$ cat config.mk
export PLATFORM = sky130hd
export DESIGN_NAME = nvmseq_top
export DESIGN_NICKNAME = d
export VERILOG_FILES = /design/src/shared/nvmseq_pkg.sv /design/src/shared/nvmseq_tmr_if.sv /design/src/core/nvmseq_top.sv /design/src/core/nvmseq_wtimer.sv
export VERILOG_INCLUDE_DIRS = /design/src /design/src/shared
export SDC_FILE = /design/constraint.sdc
export NUM_CORES = 2
export LEC_CHECK = 0
export BUFFER_PORTS_ARGS = -buffer_cell sky130_fd_sc_hd__buf_2
export CAP_MARGIN = 20
export CORE_AREA = 2 2 463 465
export DETAILED_ROUTE_END_ITERATION = 10
export DIE_AREA = 0 0 465 467
export MAX_ROUTING_LAYER = met4
export PLACE_DENSITY = 0.55
export SLEW_MARGIN = 10
export SYNTH_ARGS = -nofsm -noshare
export SYNTH_HDL_FRONTEND = slang
export SYNTH_SLANG_ARGS = --single-unit
$ cat constraint.sdc
create_clock -name ref_clk -period 6.1 [get_ports ref_clk]
set_input_delay 0.305 -clock ref_clk [delete_from_list [all_inputs] [get_ports ref_clk]]
set_output_delay 0.305 -clock ref_clk [all_outputs]
set_load 0.02 [all_outputs]
$ cat src/shared/nvmseq_map.svh
// register offsets, field positions and timing constants of the nvm sequencer
`ifndef NVMSEQ_MAP_SVH
`define NVMSEQ_MAP_SVH
// apb byte addresses
`define NVMSEQ_ADDR_OFS      12'h000
`define NVMSEQ_DATA_OFS      12'h004
`define NVMSEQ_PTRH_OFS      12'h008
`define NVMSEQ_PTRL_OFS      12'h00C
`define NVMSEQ_IND_OFS       12'h010
`define NVMSEQ_STAT_OFS      12'h014
`define NVMSEQ_MASK_OFS      12'h018
`define NVMSEQ_PWR_OFS       12'h01C
// indirect location of the control register
`define NVMSEQ_CTL_SECTOR    8'h01
`define NVMSEQ_CTL_LOW       8'h40
// control bits
`define NVMSEQ_RD_BIT        0
`define NVMSEQ_READ_PERMIT_BIT      1
`define NVMSEQ_WR_BIT        2
`define NVMSEQ_WRITE_PERMIT_BIT      3
// status bits
`define NVMSEQ_ST_WDONE      0
`define NVMSEQ_ST_RDONE      1
`define NVMSEQ_ST_FAIL       2
// timing
`define NVMSEQ_READ_NS       100
`define NVMSEQ_CLK_MHZ       50
`define NVMSEQ_READ_CYC      ((`NVMSEQ_READ_NS * `NVMSEQ_CLK_MHZ + 999) / 1000)
`define NVMSEQ_WRITE_TICKS   16'h0040
`define NVMSEQ_TMR_DIV       8'h07
`define NVMSEQ_CTL_RST       4'h0
`endif

$ cat src/shared/nvmseq_pkg.sv
// types shared by the nvm sequencer modules
`default_nettype none
package nvmseq_pkg;
  typedef enum logic [1:0] {NVMSEQ_IDLE, NVMSEQ_READ, NVMSEQ_WRITE} nvmseq_state_e;
  typedef logic [7:0] nvmseq_byte_t;
endpackage
`default_nettype wire

$ cat src/shared/nvmseq_tmr_if.sv
// handshake between sequencer and the write timer
`timescale 1ns/10ps
`default_nettype none
interface nvmseq_tmr_if;
  logic start;
  logic abort;
  logic done;
  modport ctrl  (output start, output abort, input done);
  modport timer (input start, input abort, output done);
endinterface
`default_nettype wire

$ cat src/core/nvmseq_top.sv
// data eeprom access sequencer with apb registers and byte array
`timescale 1ns/10ps
`default_nettype none
`include "nvmseq_map.svh"
module nvmseq_top (
  input  wire logic        ref_clk,
  input  wire logic        nrst,
  input  wire logic        psel,
  input  wire logic        penable,
  input  wire logic        pwrite,
  input  wire logic [11:0] paddr,
  input  wire logic [31:0] pwdata,
  output logic      [31:0] prdata,
  output logic             pready,
  output logic             pslverr,
  output logic             irq
);
  import nvmseq_pkg::*;

  // ==========================================
  // reset release
  logic [1:0] rst_sync;
  logic       rst_n;
  always_ff @(posedge ref_clk or negedge nrst) begin
    if (!nrst) begin
      rst_sync <= 2'h0;
    end else begin
      rst_sync <= {rst_sync[0], 1'b1};
    end
  end
  assign rst_n = rst_sync[1];

  nvmseq_tmr_if tif ();
  nvmseq_wtimer u_tmr (
    .clk   (ref_clk),
    .rst_n (rst_n),
    .tif   (tif)
  );

  // ==========================================
  // state
  nvmseq_byte_t  mem [256];
  nvmseq_byte_t  nvm_address_reg, nvm_address_next;
  nvmseq_byte_t  nvm_data_reg, nvm_data_next;
  nvmseq_byte_t  pointer_high_byte_reg, pointer_high_byte_next;
  nvmseq_byte_t  pointer_low_byte_reg, pointer_low_byte_next;
  logic [3:0]    nvm_control_reg, nvm_control_next;
  logic [2:0]    stat_reg, stat_next;
  logic [2:0]    mask_reg, mask_next;
  logic          lowpwr_reg, lowpwr_next;
  nvmseq_state_e st_reg, st_next;
  logic [7:0]    rcnt_reg, rcnt_next;
  logic [31:0]   prdata_reg, prdata_next;
  logic          pready_reg, pready_next;
  logic          pslverr_reg, pslverr_next;
  logic          irq_reg, irq_next;
  logic          mem_we;
  logic          start_w, abort_w;

  logic setup, wr_acc, ind_hit, mapped;
  logic [3:0] wctl;
  assign setup   = psel & ~penable & ~pready_reg;
  assign wr_acc  = setup & pwrite;
  // indirect port hits control register only when both the sector pointer and the low pointer byte select it
  assign ind_hit = (pointer_high_byte_reg == `NVMSEQ_CTL_SECTOR) &&
                   (pointer_low_byte_reg == `NVMSEQ_CTL_LOW);
  assign mapped  = (paddr[1:0] == 2'h0) && (paddr <= `NVMSEQ_PWR_OFS);
  assign wctl    = pwdata[3:0];

  // ==========================================
  // next-state logic
  always_comb begin
    nvm_address_next       = nvm_address_reg;
    nvm_data_next          = nvm_data_reg;
    pointer_high_byte_next = pointer_high_byte_reg;
    pointer_low_byte_next  = pointer_low_byte_reg;
    nvm_control_next       = nvm_control_reg;
    stat_next              = stat_reg;
    mask_next              = mask_reg;
    lowpwr_next            = lowpwr_reg;
    st_next                = st_reg;
    rcnt_next              = rcnt_reg;
    prdata_next            = 32'h0000_0000;
    pready_next            = 1'b0;
    pslverr_next           = 1'b0;
    mem_we                 = 1'b0;
    start_w                = 1'b0;
    abort_w                = 1'b0;

    if (setup) begin
      pready_next  = 1'b1;
      pslverr_next = ~mapped;
    end
    if (wr_acc && mapped) begin
      case (paddr)
        `NVMSEQ_ADDR_OFS: nvm_address_next       = pwdata[7:0];
        `NVMSEQ_DATA_OFS: nvm_data_next          = pwdata[7:0];
        `NVMSEQ_PTRH_OFS: pointer_high_byte_next = pwdata[7:0];
        `NVMSEQ_PTRL_OFS: pointer_low_byte_next  = pwdata[7:0];
        `NVMSEQ_IND_OFS: begin
          if (ind_hit) begin
            nvm_control_next[`NVMSEQ_WRITE_PERMIT_BIT] = wctl[`NVMSEQ_WRITE_PERMIT_BIT];
            nvm_control_next[`NVMSEQ_READ_PERMIT_BIT] = wctl[`NVMSEQ_READ_PERMIT_BIT];
            // start bits cannot be cleared by software mid-cycle
            if (st_reg == NVMSEQ_IDLE) begin
              if (wctl[`NVMSEQ_WR_BIT] && nvm_control_reg[`NVMSEQ_WRITE_PERMIT_BIT]) begin
                nvm_control_next[`NVMSEQ_WR_BIT] = 1'b1;
                st_next = NVMSEQ_WRITE;
                start_w = 1'b1;
              end else if (wctl[`NVMSEQ_RD_BIT] && nvm_control_reg[`NVMSEQ_READ_PERMIT_BIT]) begin
                nvm_control_next[`NVMSEQ_RD_BIT] = 1'b1;
                st_next   = NVMSEQ_READ;
                rcnt_next = 8'(`NVMSEQ_READ_CYC);
              end
            end
          end
        end
        `NVMSEQ_STAT_OFS: stat_next = stat_reg & ~pwdata[2:0];
        `NVMSEQ_MASK_OFS: mask_next = pwdata[2:0];
        `NVMSEQ_PWR_OFS:  lowpwr_next = pwdata[0];
        default: ;
      endcase
    end

    case (st_reg)
      NVMSEQ_READ: begin
        if (lowpwr_next) begin
          st_next = NVMSEQ_IDLE;
          nvm_control_next[`NVMSEQ_RD_BIT] = 1'b0;
          stat_next[`NVMSEQ_ST_FAIL] = 1'b1;
        end else if (rcnt_reg == 8'h01) begin
          st_next = NVMSEQ_IDLE;
          nvm_data_next = mem[nvm_address_reg];
          nvm_control_next[`NVMSEQ_RD_BIT] = 1'b0;
          stat_next[`NVMSEQ_ST_RDONE] = 1'b1;
        end else begin
          rcnt_next = rcnt_reg - 8'h01;
        end
      end
      NVMSEQ_WRITE: begin
        if (lowpwr_next) begin
          st_next = NVMSEQ_IDLE;
          abort_w = 1'b1;
          nvm_control_next[`NVMSEQ_WR_BIT] = 1'b0;
          stat_next[`NVMSEQ_ST_FAIL] = 1'b1;
        end else if (tif.done) begin
          st_next = NVMSEQ_IDLE;
          mem_we  = 1'b1;
          nvm_control_next[`NVMSEQ_WR_BIT] = 1'b0;
          stat_next[`NVMSEQ_ST_WDONE] = 1'b1;
        end
      end
      default: st_next = st_next;
    endcase

    if (setup && !pwrite && mapped) begin
      case (paddr)
        `NVMSEQ_ADDR_OFS: prdata_next = {24'h000000, nvm_address_reg};
        `NVMSEQ_DATA_OFS: prdata_next = {24'h000000, nvm_data_reg};
        `NVMSEQ_PTRH_OFS: prdata_next = {24'h000000, pointer_high_byte_reg};
        `NVMSEQ_PTRL_OFS: prdata_next = {24'h000000, pointer_low_byte_reg};
        `NVMSEQ_IND_OFS:  prdata_next = ind_hit ? {28'h0000000, nvm_control_reg} : 32'h0;
        `NVMSEQ_STAT_OFS: prdata_next = {29'h0, stat_reg};
        `NVMSEQ_MASK_OFS: prdata_next = {29'h0, mask_reg};
        `NVMSEQ_PWR_OFS:  prdata_next = {31'h0, lowpwr_reg};
        default:          prdata_next = 32'h0000_0000;
      endcase
    end
    irq_next = |(stat_next & mask_next);
  end

  assign tif.start = start_w;
  assign tif.abort = abort_w;

  // ==========================================
  // registers
  always_ff @(posedge ref_clk or negedge rst_n) begin
    if (!rst_n) begin
      nvm_address_reg       <= 8'h00;
      nvm_data_reg          <= 8'h00;
      pointer_high_byte_reg <= 8'h00;
      pointer_low_byte_reg  <= 8'h00;
      nvm_control_reg       <= `NVMSEQ_CTL_RST;
      stat_reg              <= 3'h0;
      mask_reg              <= 3'h0;
      lowpwr_reg            <= 1'b0;
      st_reg                <= NVMSEQ_IDLE;
      rcnt_reg              <= 8'h00;
      prdata_reg            <= 32'h0000_0000;
      pready_reg            <= 1'b0;
      pslverr_reg           <= 1'b0;
      irq_reg               <= 1'b0;
    end else begin
      nvm_address_reg       <= nvm_address_next;
      nvm_data_reg          <= nvm_data_next;
      pointer_high_byte_reg <= pointer_high_byte_next;
      pointer_low_byte_reg  <= pointer_low_byte_next;
      nvm_control_reg       <= nvm_control_next;
      stat_reg              <= stat_next;
      mask_reg              <= mask_next;
      lowpwr_reg            <= lowpwr_next;
      st_reg                <= st_next;
      rcnt_reg              <= rcnt_next;
      prdata_reg            <= prdata_next;
      pready_reg            <= pready_next;
      pslverr_reg           <= pslverr_next;
      irq_reg               <= irq_next;
    end
  end

  // array has no reset
  always_ff @(posedge ref_clk) begin
    if (mem_we) begin
      mem[nvm_address_reg] <= nvm_data_reg;
    end
  end

  assign prdata  = prdata_reg;
  assign pready  = pready_reg;
  assign pslverr = pslverr_reg;
  assign irq     = irq_reg;
endmodule
`default_nettype wire

$ cat src/core/nvmseq_wtimer.sv
// write timer started per write, on its own free running slow tick, done resynchronised
`timescale 1ns/10ps
`default_nettype none
`include "nvmseq_map.svh"
module nvmseq_wtimer (
  input  wire logic     clk,
  input  wire logic     rst_n,
  nvmseq_tmr_if.timer   tif
);
  import nvmseq_pkg::*;
  logic [7:0]  div_reg, div_next;
  logic [15:0] cnt_reg, cnt_next;
  logic        run_reg, run_next;
  logic        fin_reg, fin_next;
  logic [1:0]  sync_reg, sync_next;
  logic        done_reg, done_next;

  // ==========================================
  // slow tick divider, free running
  always_comb begin
    div_next = (div_reg == `NVMSEQ_TMR_DIV) ? 8'h00 : div_reg + 8'h01;
    cnt_next = cnt_reg;
    run_next = run_reg;
    fin_next = 1'b0;
    if (tif.start) begin
      run_next = 1'b1;
      cnt_next = `NVMSEQ_WRITE_TICKS;
    end else if (tif.abort) begin
      run_next = 1'b0;
    end else if (run_reg && div_reg == 8'h00) begin
      if (cnt_reg == 16'h0001) begin
        run_next = 1'b0;
        fin_next = 1'b1;
      end
      cnt_next = cnt_reg - 16'h0001;
    end
    // completion stage then a two-stage resync before use
    sync_next = {sync_reg[0], fin_reg};
    done_next = sync_reg[1] & ~done_reg;
  end

  always_ff @(posedge clk or negedge rst_n) begin
    if (!rst_n) begin
      div_reg  <= 8'h00;
      cnt_reg  <= 16'h0000;
      run_reg  <= 1'b0;
      fin_reg  <= 1'b0;
      sync_reg <= 2'h0;
      done_reg <= 1'b0;
    end else begin
      div_reg  <= div_next;
      cnt_reg  <= cnt_next;
      run_reg  <= run_next;
      fin_reg  <= fin_next;
      sync_reg <= sync_next;
      done_reg <= done_next;
    end
  end
  assign tif.done = done_reg;
endmodule
`default_nettype wire

Word-level counts from Yosys, hierarchy flattened --
Memories as Yosys holds them, arrays and structs flattened. Index checks and enable logic that the tools add are counted.
Operators by class: $add $sub $neg 3, order comparisons 1, equal/unequal tests 15, muxes and demuxes 82, bitwise operators 11, reductions and logical operators 24
Operators by type and width (number):
- 8-bit 2-to-1 mux | 16
- 8-bit case mux with 8 select lines | 1
- 12-bit by 5-bit == test with 1-bit output (second input constant) | 4
- 16-bit 2-to-1 mux | 3
- 1-bit 2-to-1 mux | 43
- 12-bit by 4-bit == test with 1-bit output (second input constant) | 2
- 3-bit 2-to-1 mux | 7
- 2-bit 2-to-1 mux | 10
- 16-bit by 1-bit == test with 1-bit output (second input constant) | 1
- 8-bit by 1-bit == test with 1-bit output (second input constant) | 2
- 16-bit by 1-bit subtractor with 16-bit output (second input constant) | 1
- 12-bit by 3-bit == test with 1-bit output (second input constant) | 1
- 12-bit by 5-bit less-or-equal comparator with 1-bit output (second input constant) | 1
- 12-bit zero test | 1
- 2-bit AND reduction | 5
- 8-bit by 1-bit adder with 8-bit output (second input constant) | 1
- 8-bit by 3-bit == test with 1-bit output (second input constant) | 1
- 8-bit by 7-bit == test with 1-bit output (second input constant) | 1
- 1-bit logical AND | 8
- 8-bit zero test | 1
- 8-bit by 1-bit subtractor with 8-bit output (second input constant) | 1
- 3-bit AND | 2
- 3-bit nonzero test | 2
- 1-bit AND | 4
- other kinds (13) | 17
Word-level totals: register bits 119, bits in writable memories 2048, bits of input ports 49, output and inout port bits 35, memories 1
Memories:
- mem | depth 256, width 8, rd ports 1, clocked after memory_dff 0, wr ports 1, line nvmseq_top.sv:42 | nvmseq_byte_t mem [256];

Depth between registers and ports, before layout --
word-level depth 11, gate-level depth with buffers 14, gate-level depth less buffers 9

Cells and area by module --
Synthesis repeated with hierarchy kept, for this count alone.
Second synthesis, totals: cell total of the unflattened synthesis 4022, area total of the unflattened synthesis 84319.6 µm²
Modules (own cells, without submodules):
- nvmseq_top | times used 1, cells each 3890, area each 82907.0 µm², seq. area each 63150.6 µm²
- nvmseq_wtimer | times used 1, cells each 132, area each 1412.6 µm², seq. area each 725.7 µm²

Least setup slack after synthesis --
Ideal clock, no wire load.
kind register -> register, start point reg nvm_data_reg[2], end point reg prdata_reg[2] (netlist: prdata[2]), library setup time 0.073 ns, data arrival time 4.199 ns, slack 1.829 ns, cell stages (with the launch flop) 4, buffers on the path 0, period minus slack after synthesis 4.271 ns, path through dfrtp_1 mux4_2 a221oi_1 nor2_1
Between the ends: word-level cells in the longest chain between the ends 2
RTL lines:
- from (decl) | line nvmseq_top.sv:44 | nvmseq_byte_t nvm_data_reg, nvm_data_next;
- from (signal assigned) | line nvmseq_top.sv:195 | nvm_data_reg <= nvm_data_next;
- 8-bit case mux with 8 select lines | line nvmseq_top.sv:157 | case (paddr)
- 8-bit 2-to-1 mux | line nvmseq_top.sv:156 | if (setup && !pwrite && mapped) begin
- named net prdata_next[2] | line nvmseq_top.sv:53 | logic [31:0] prdata_reg, prdata_next;
- to (signal assigned) | line nvmseq_top.sv:204 | prdata_reg <= prdata_next;
- to (decl) | line nvmseq_top.sv:53
The timed path passes the listed nets, and every way through them passes these cells. A chain may end at the register's enable or synchronous reset.

Final worst setup path --
start point reg nvm_address_reg[0], end point reg nvm_data_reg[1]
Between the ends: word-level cells in the longest chain between the ends 4
RTL lines:
- from (decl) | line nvmseq_top.sv:43 | nvmseq_byte_t nvm_address_reg, nvm_address_next;
- from (signal assigned) | line nvmseq_top.sv:194 | nvm_address_reg <= nvm_address_next;
- memory read 256 x 8 bit
- 8-bit 2-to-1 mux | line nvmseq_top.sv:131 | end else if (rcnt_reg == 8'h01) begin
- 8-bit 2-to-1 mux | line nvmseq_top.sv:127 | if (lowpwr_next) begin
- 8-bit 2-to-1 mux | line nvmseq_top.sv:125 | case (st_reg)
- named net nvm_data_next[1] | line nvmseq_top.sv:44
The timed path passes the listed nets, and every way through them passes these cells.

==> impl_metrics.yaml <==
synthesis:
  synth-async-reset-ratio_pct: 4.43
  ys_types: 71
  synth_fa_ha_area_share_pct: 0.133
  synth_area_leader_cell: "edfxtp_1"
  synth_top_family_by_area: "multiplexers"
  synth_compound_area_share_pct: 1.93
  synth-seq-area-share_pct: 75.7
  synth-edff-count: 2048
  synth-simple-area-share_pct: 3.64
  syn_area_per_cell_um2: 20.8
  synth_top_area_share_pct: 72.9
  synth_seq_cells: 2143
  synth_area_um2: 84400
  synth-main-ff-cell: "edfxtp_1"
  synthXorXnorAreaFrac_pct: 0.156
  synth_warnings: 0
  synth_area_leaders: "edfxtp_1 (73%), mux4_2 (14%), dfrtp_1 (2.8%)"
  synth_mux_area_share_pct: 16.8
  synthCells: 4066
route:
  vias_per_cell: 5.75
  routed-via-count: 42000
  wl_per_cell_um: 31.5
  drt_iter0_drc: 5303
  drc: 0
  wl_mm: 230
  postRouteAntennaNets: 0
  firstDrtPassIters: 6
final_layout:
  synthToLayoutAreaGrowth_pct: 13.5
  nets: 4357
  final_common_cell: "edfxtp_1"
  largest_reg_flops: 2048
  final_cell_mix: "edfxtp_1 (2048), mux4_2 (537), nor2_1 (323)"
  n_fill_cell: 17800
  drive_above_1_share_pct: 25.5
timing:
  hold_viol: 0
  tns_ns: 0
  rsz0062_at_grt: "no"
  hold_slack_ns: 0.0720
  worst_slew_pin_slew_ns: 1.27
  finalSetupViolCount: 0
  finalClockSkew_ns: 0.0294
  min_period_ns: 4.84
  timing.final.crit_share_pct: 79.4
  clock.fmax_ghz: 0.207
  slew_headroom_pct: 13.3
  finalMaxSlewViolations: 0
cts:
  root_buffer: "clkbuf_16"
  post_cts_buffers: 0
  clkLatencyLatePin_ns: 0.87
  htree_levels: 4
  numCtsBuffers: 218
  cts.sinks: 2143
  cts_buffer_depth: 3
  cts_resized: 0
  clk_pin_slew_ns: 0.06
  cts_tree: "yes"
die:
  initial_core_util_pct: 39.9
  ios: 84
  die_h_um: 467
  die-area_um2: 217000
  die_w_um: 465
  core_region_area_um2: 212000
  row_count: 169
setup_path:
  crit_fanout: 34
  cp-start-kind: "register"
  cp.required_ns: 6.81
  arrival_ns: 5.55
  criticalPathCategory: "reg -> reg"
  cp-end-kind: "register"
grt:
  first_global_vias: 42100
  met1_usage_pct: 30.2
  antenna_found_initial: 4
  grt_pass1_wl_mm: 326
  overflow: 0
  busiest_layer: "met2"
  grtUsageTotal_pct: 21.7
  gr-usage-met2_pct: 33.1
  grt_max_degree: 187
  use_met3_pct: 3.59
worst_hold_path:
  hold_class: "in -> reg"
placement:
  place_hpwl_mm: 144
  gp_congestion: 0.879
  portBuffers: 35
flow_run:
  drv_cap: 0
power_and_ir_drop:
  max-vdd-ir-drop_mv: 0.268
  leakage_uw: 0.0246
  power_density_nw_per_um2: 302
status:
  status: "complete, no violations"
[per-layer routing]
layer / part of all wire [%] / vias to the layer above / wire length, um
li1: - / 17300 / -
met1: 43 / 22700 / 98800
met2: 47 / 1658 / 108000
met3: 6.8 / 355 / 15700
met4: 3.2 / 0 / 7330
met5: 0 / - / 0
[critical path: stages (launching register included)]
cell and delay [ns]:
dfrtp_4 1.14, buf_4 0.66, mux4_2 0.63, mux4_2 0.57, a22oi_1 0.49, o211ai_1 0.17, nor4_1 0.82, a21oi_1 0.15
[path summary, 6_finish.rpt]
kind,end,depth (start not counted),slack [ns],startpoint
hold reg to reg,rcnt_reg[2]$_DFF_PN0_,0,0.30,rst_sync[1]$_DFF_PN0_
min in group asynchronous,rst_sync[1]$_DFF_PN0_,3,0.29,nrst
max in group asynchronous,nvm_address_reg[0]$_DFFE_PN0P_,1,4.52,rst_sync[1]$_DFF_PN0_
setup reg to reg,nvm_data_reg[1]$_DFF_PN0_,7,1.26,nvm_address_reg[0]$_DFFE_PN0P_
setup / recovery,nvm_data_reg[1]$_DFF_PN0_,7,1.26,nvm_address_reg[0]$_DFFE_PN0P_
hold / removal,prdata[6]$_DFF_PN0_,4,0.07,paddr[2]
[synthesized netlist by cell type (all sizes together), types with 8 or more instances]
master   count
buf        189
dfrtp       95
nand4       14
nand2      124
nor2       326
o21ai       30
edfxtp    2048
or4          8
a22oi       43
a221oi       9
o22ai       24
mux4       539
xnor2       12
ha           9
nor4b       10
nor3        22
nand2b      11
nor2b       26
nor4        16
mux2        48
mux2i      145
a2111oi      8
clkbuf      64
a21oi       39
a22o        15
inv         14
and2        10
o31ai        8
or3         15
nand3       48
a211oi      10
[stage by stage]
stage / cell area [um2] / power, uW / instances / util [%] / worst slack (ns)
2_1_floorplan: 84500 / 16200 / 4089 / - / 1.83
3_3_place_gp: 88600 / 16200 / 6879 / 41.9 / 1.27
4_1_cts: 95800 / 29200 / 7296 / 45.3 / 1.24
5_1_grt: 95800 / 29700 / 7300 / 45.3 / 1.09
3_5_place_dp: 88700 / 16200 / 6881 / 41.9 / 1.25
6_report: 95800 / 29000 / 7302 / 45.3 / 1.26
[area by class of cell]
class | instances | area, um2 | share of cell area [%]
well taps | 2821 | 3530 | 3.68
multi-input cells | 1679 | 19300 | 20.1
flip-flops and latches | 2143 | 63900 | 66.7
clock inverters | 127 | 1230 | 1.29
inverters | 14 | 52.6 | 0.0548
clock buffers | 270 | 5700 | 5.95
diodes | 5 | 12.5 | 0.0131
repair buffers | 243 | 2070 | 2.16
[cells by family after synthesis]
group / count (synthesis)
compound gates: 232
flops: 2143
other cells: 2
buf+inv: 267
mux: 732
fa+ha+maj: 9
xor+xnor: 15
simple gates: 666
[repair_timing]
item,4_1_cts,5_1_grt
endpoints found under the setup margin,0,0
hold buffers,18,0
endpoints found under the hold margin,58,0
[where the power goes]
| part | internal (uW) | switching [uW] |
|---|---|---|
| Combinational | 17.7 | 40.9 |
| Sequential | 15900 | 5.53 |
| Clock | 7350 | 5690 |
No activity file was read; power rests on OpenSTA's default activity.
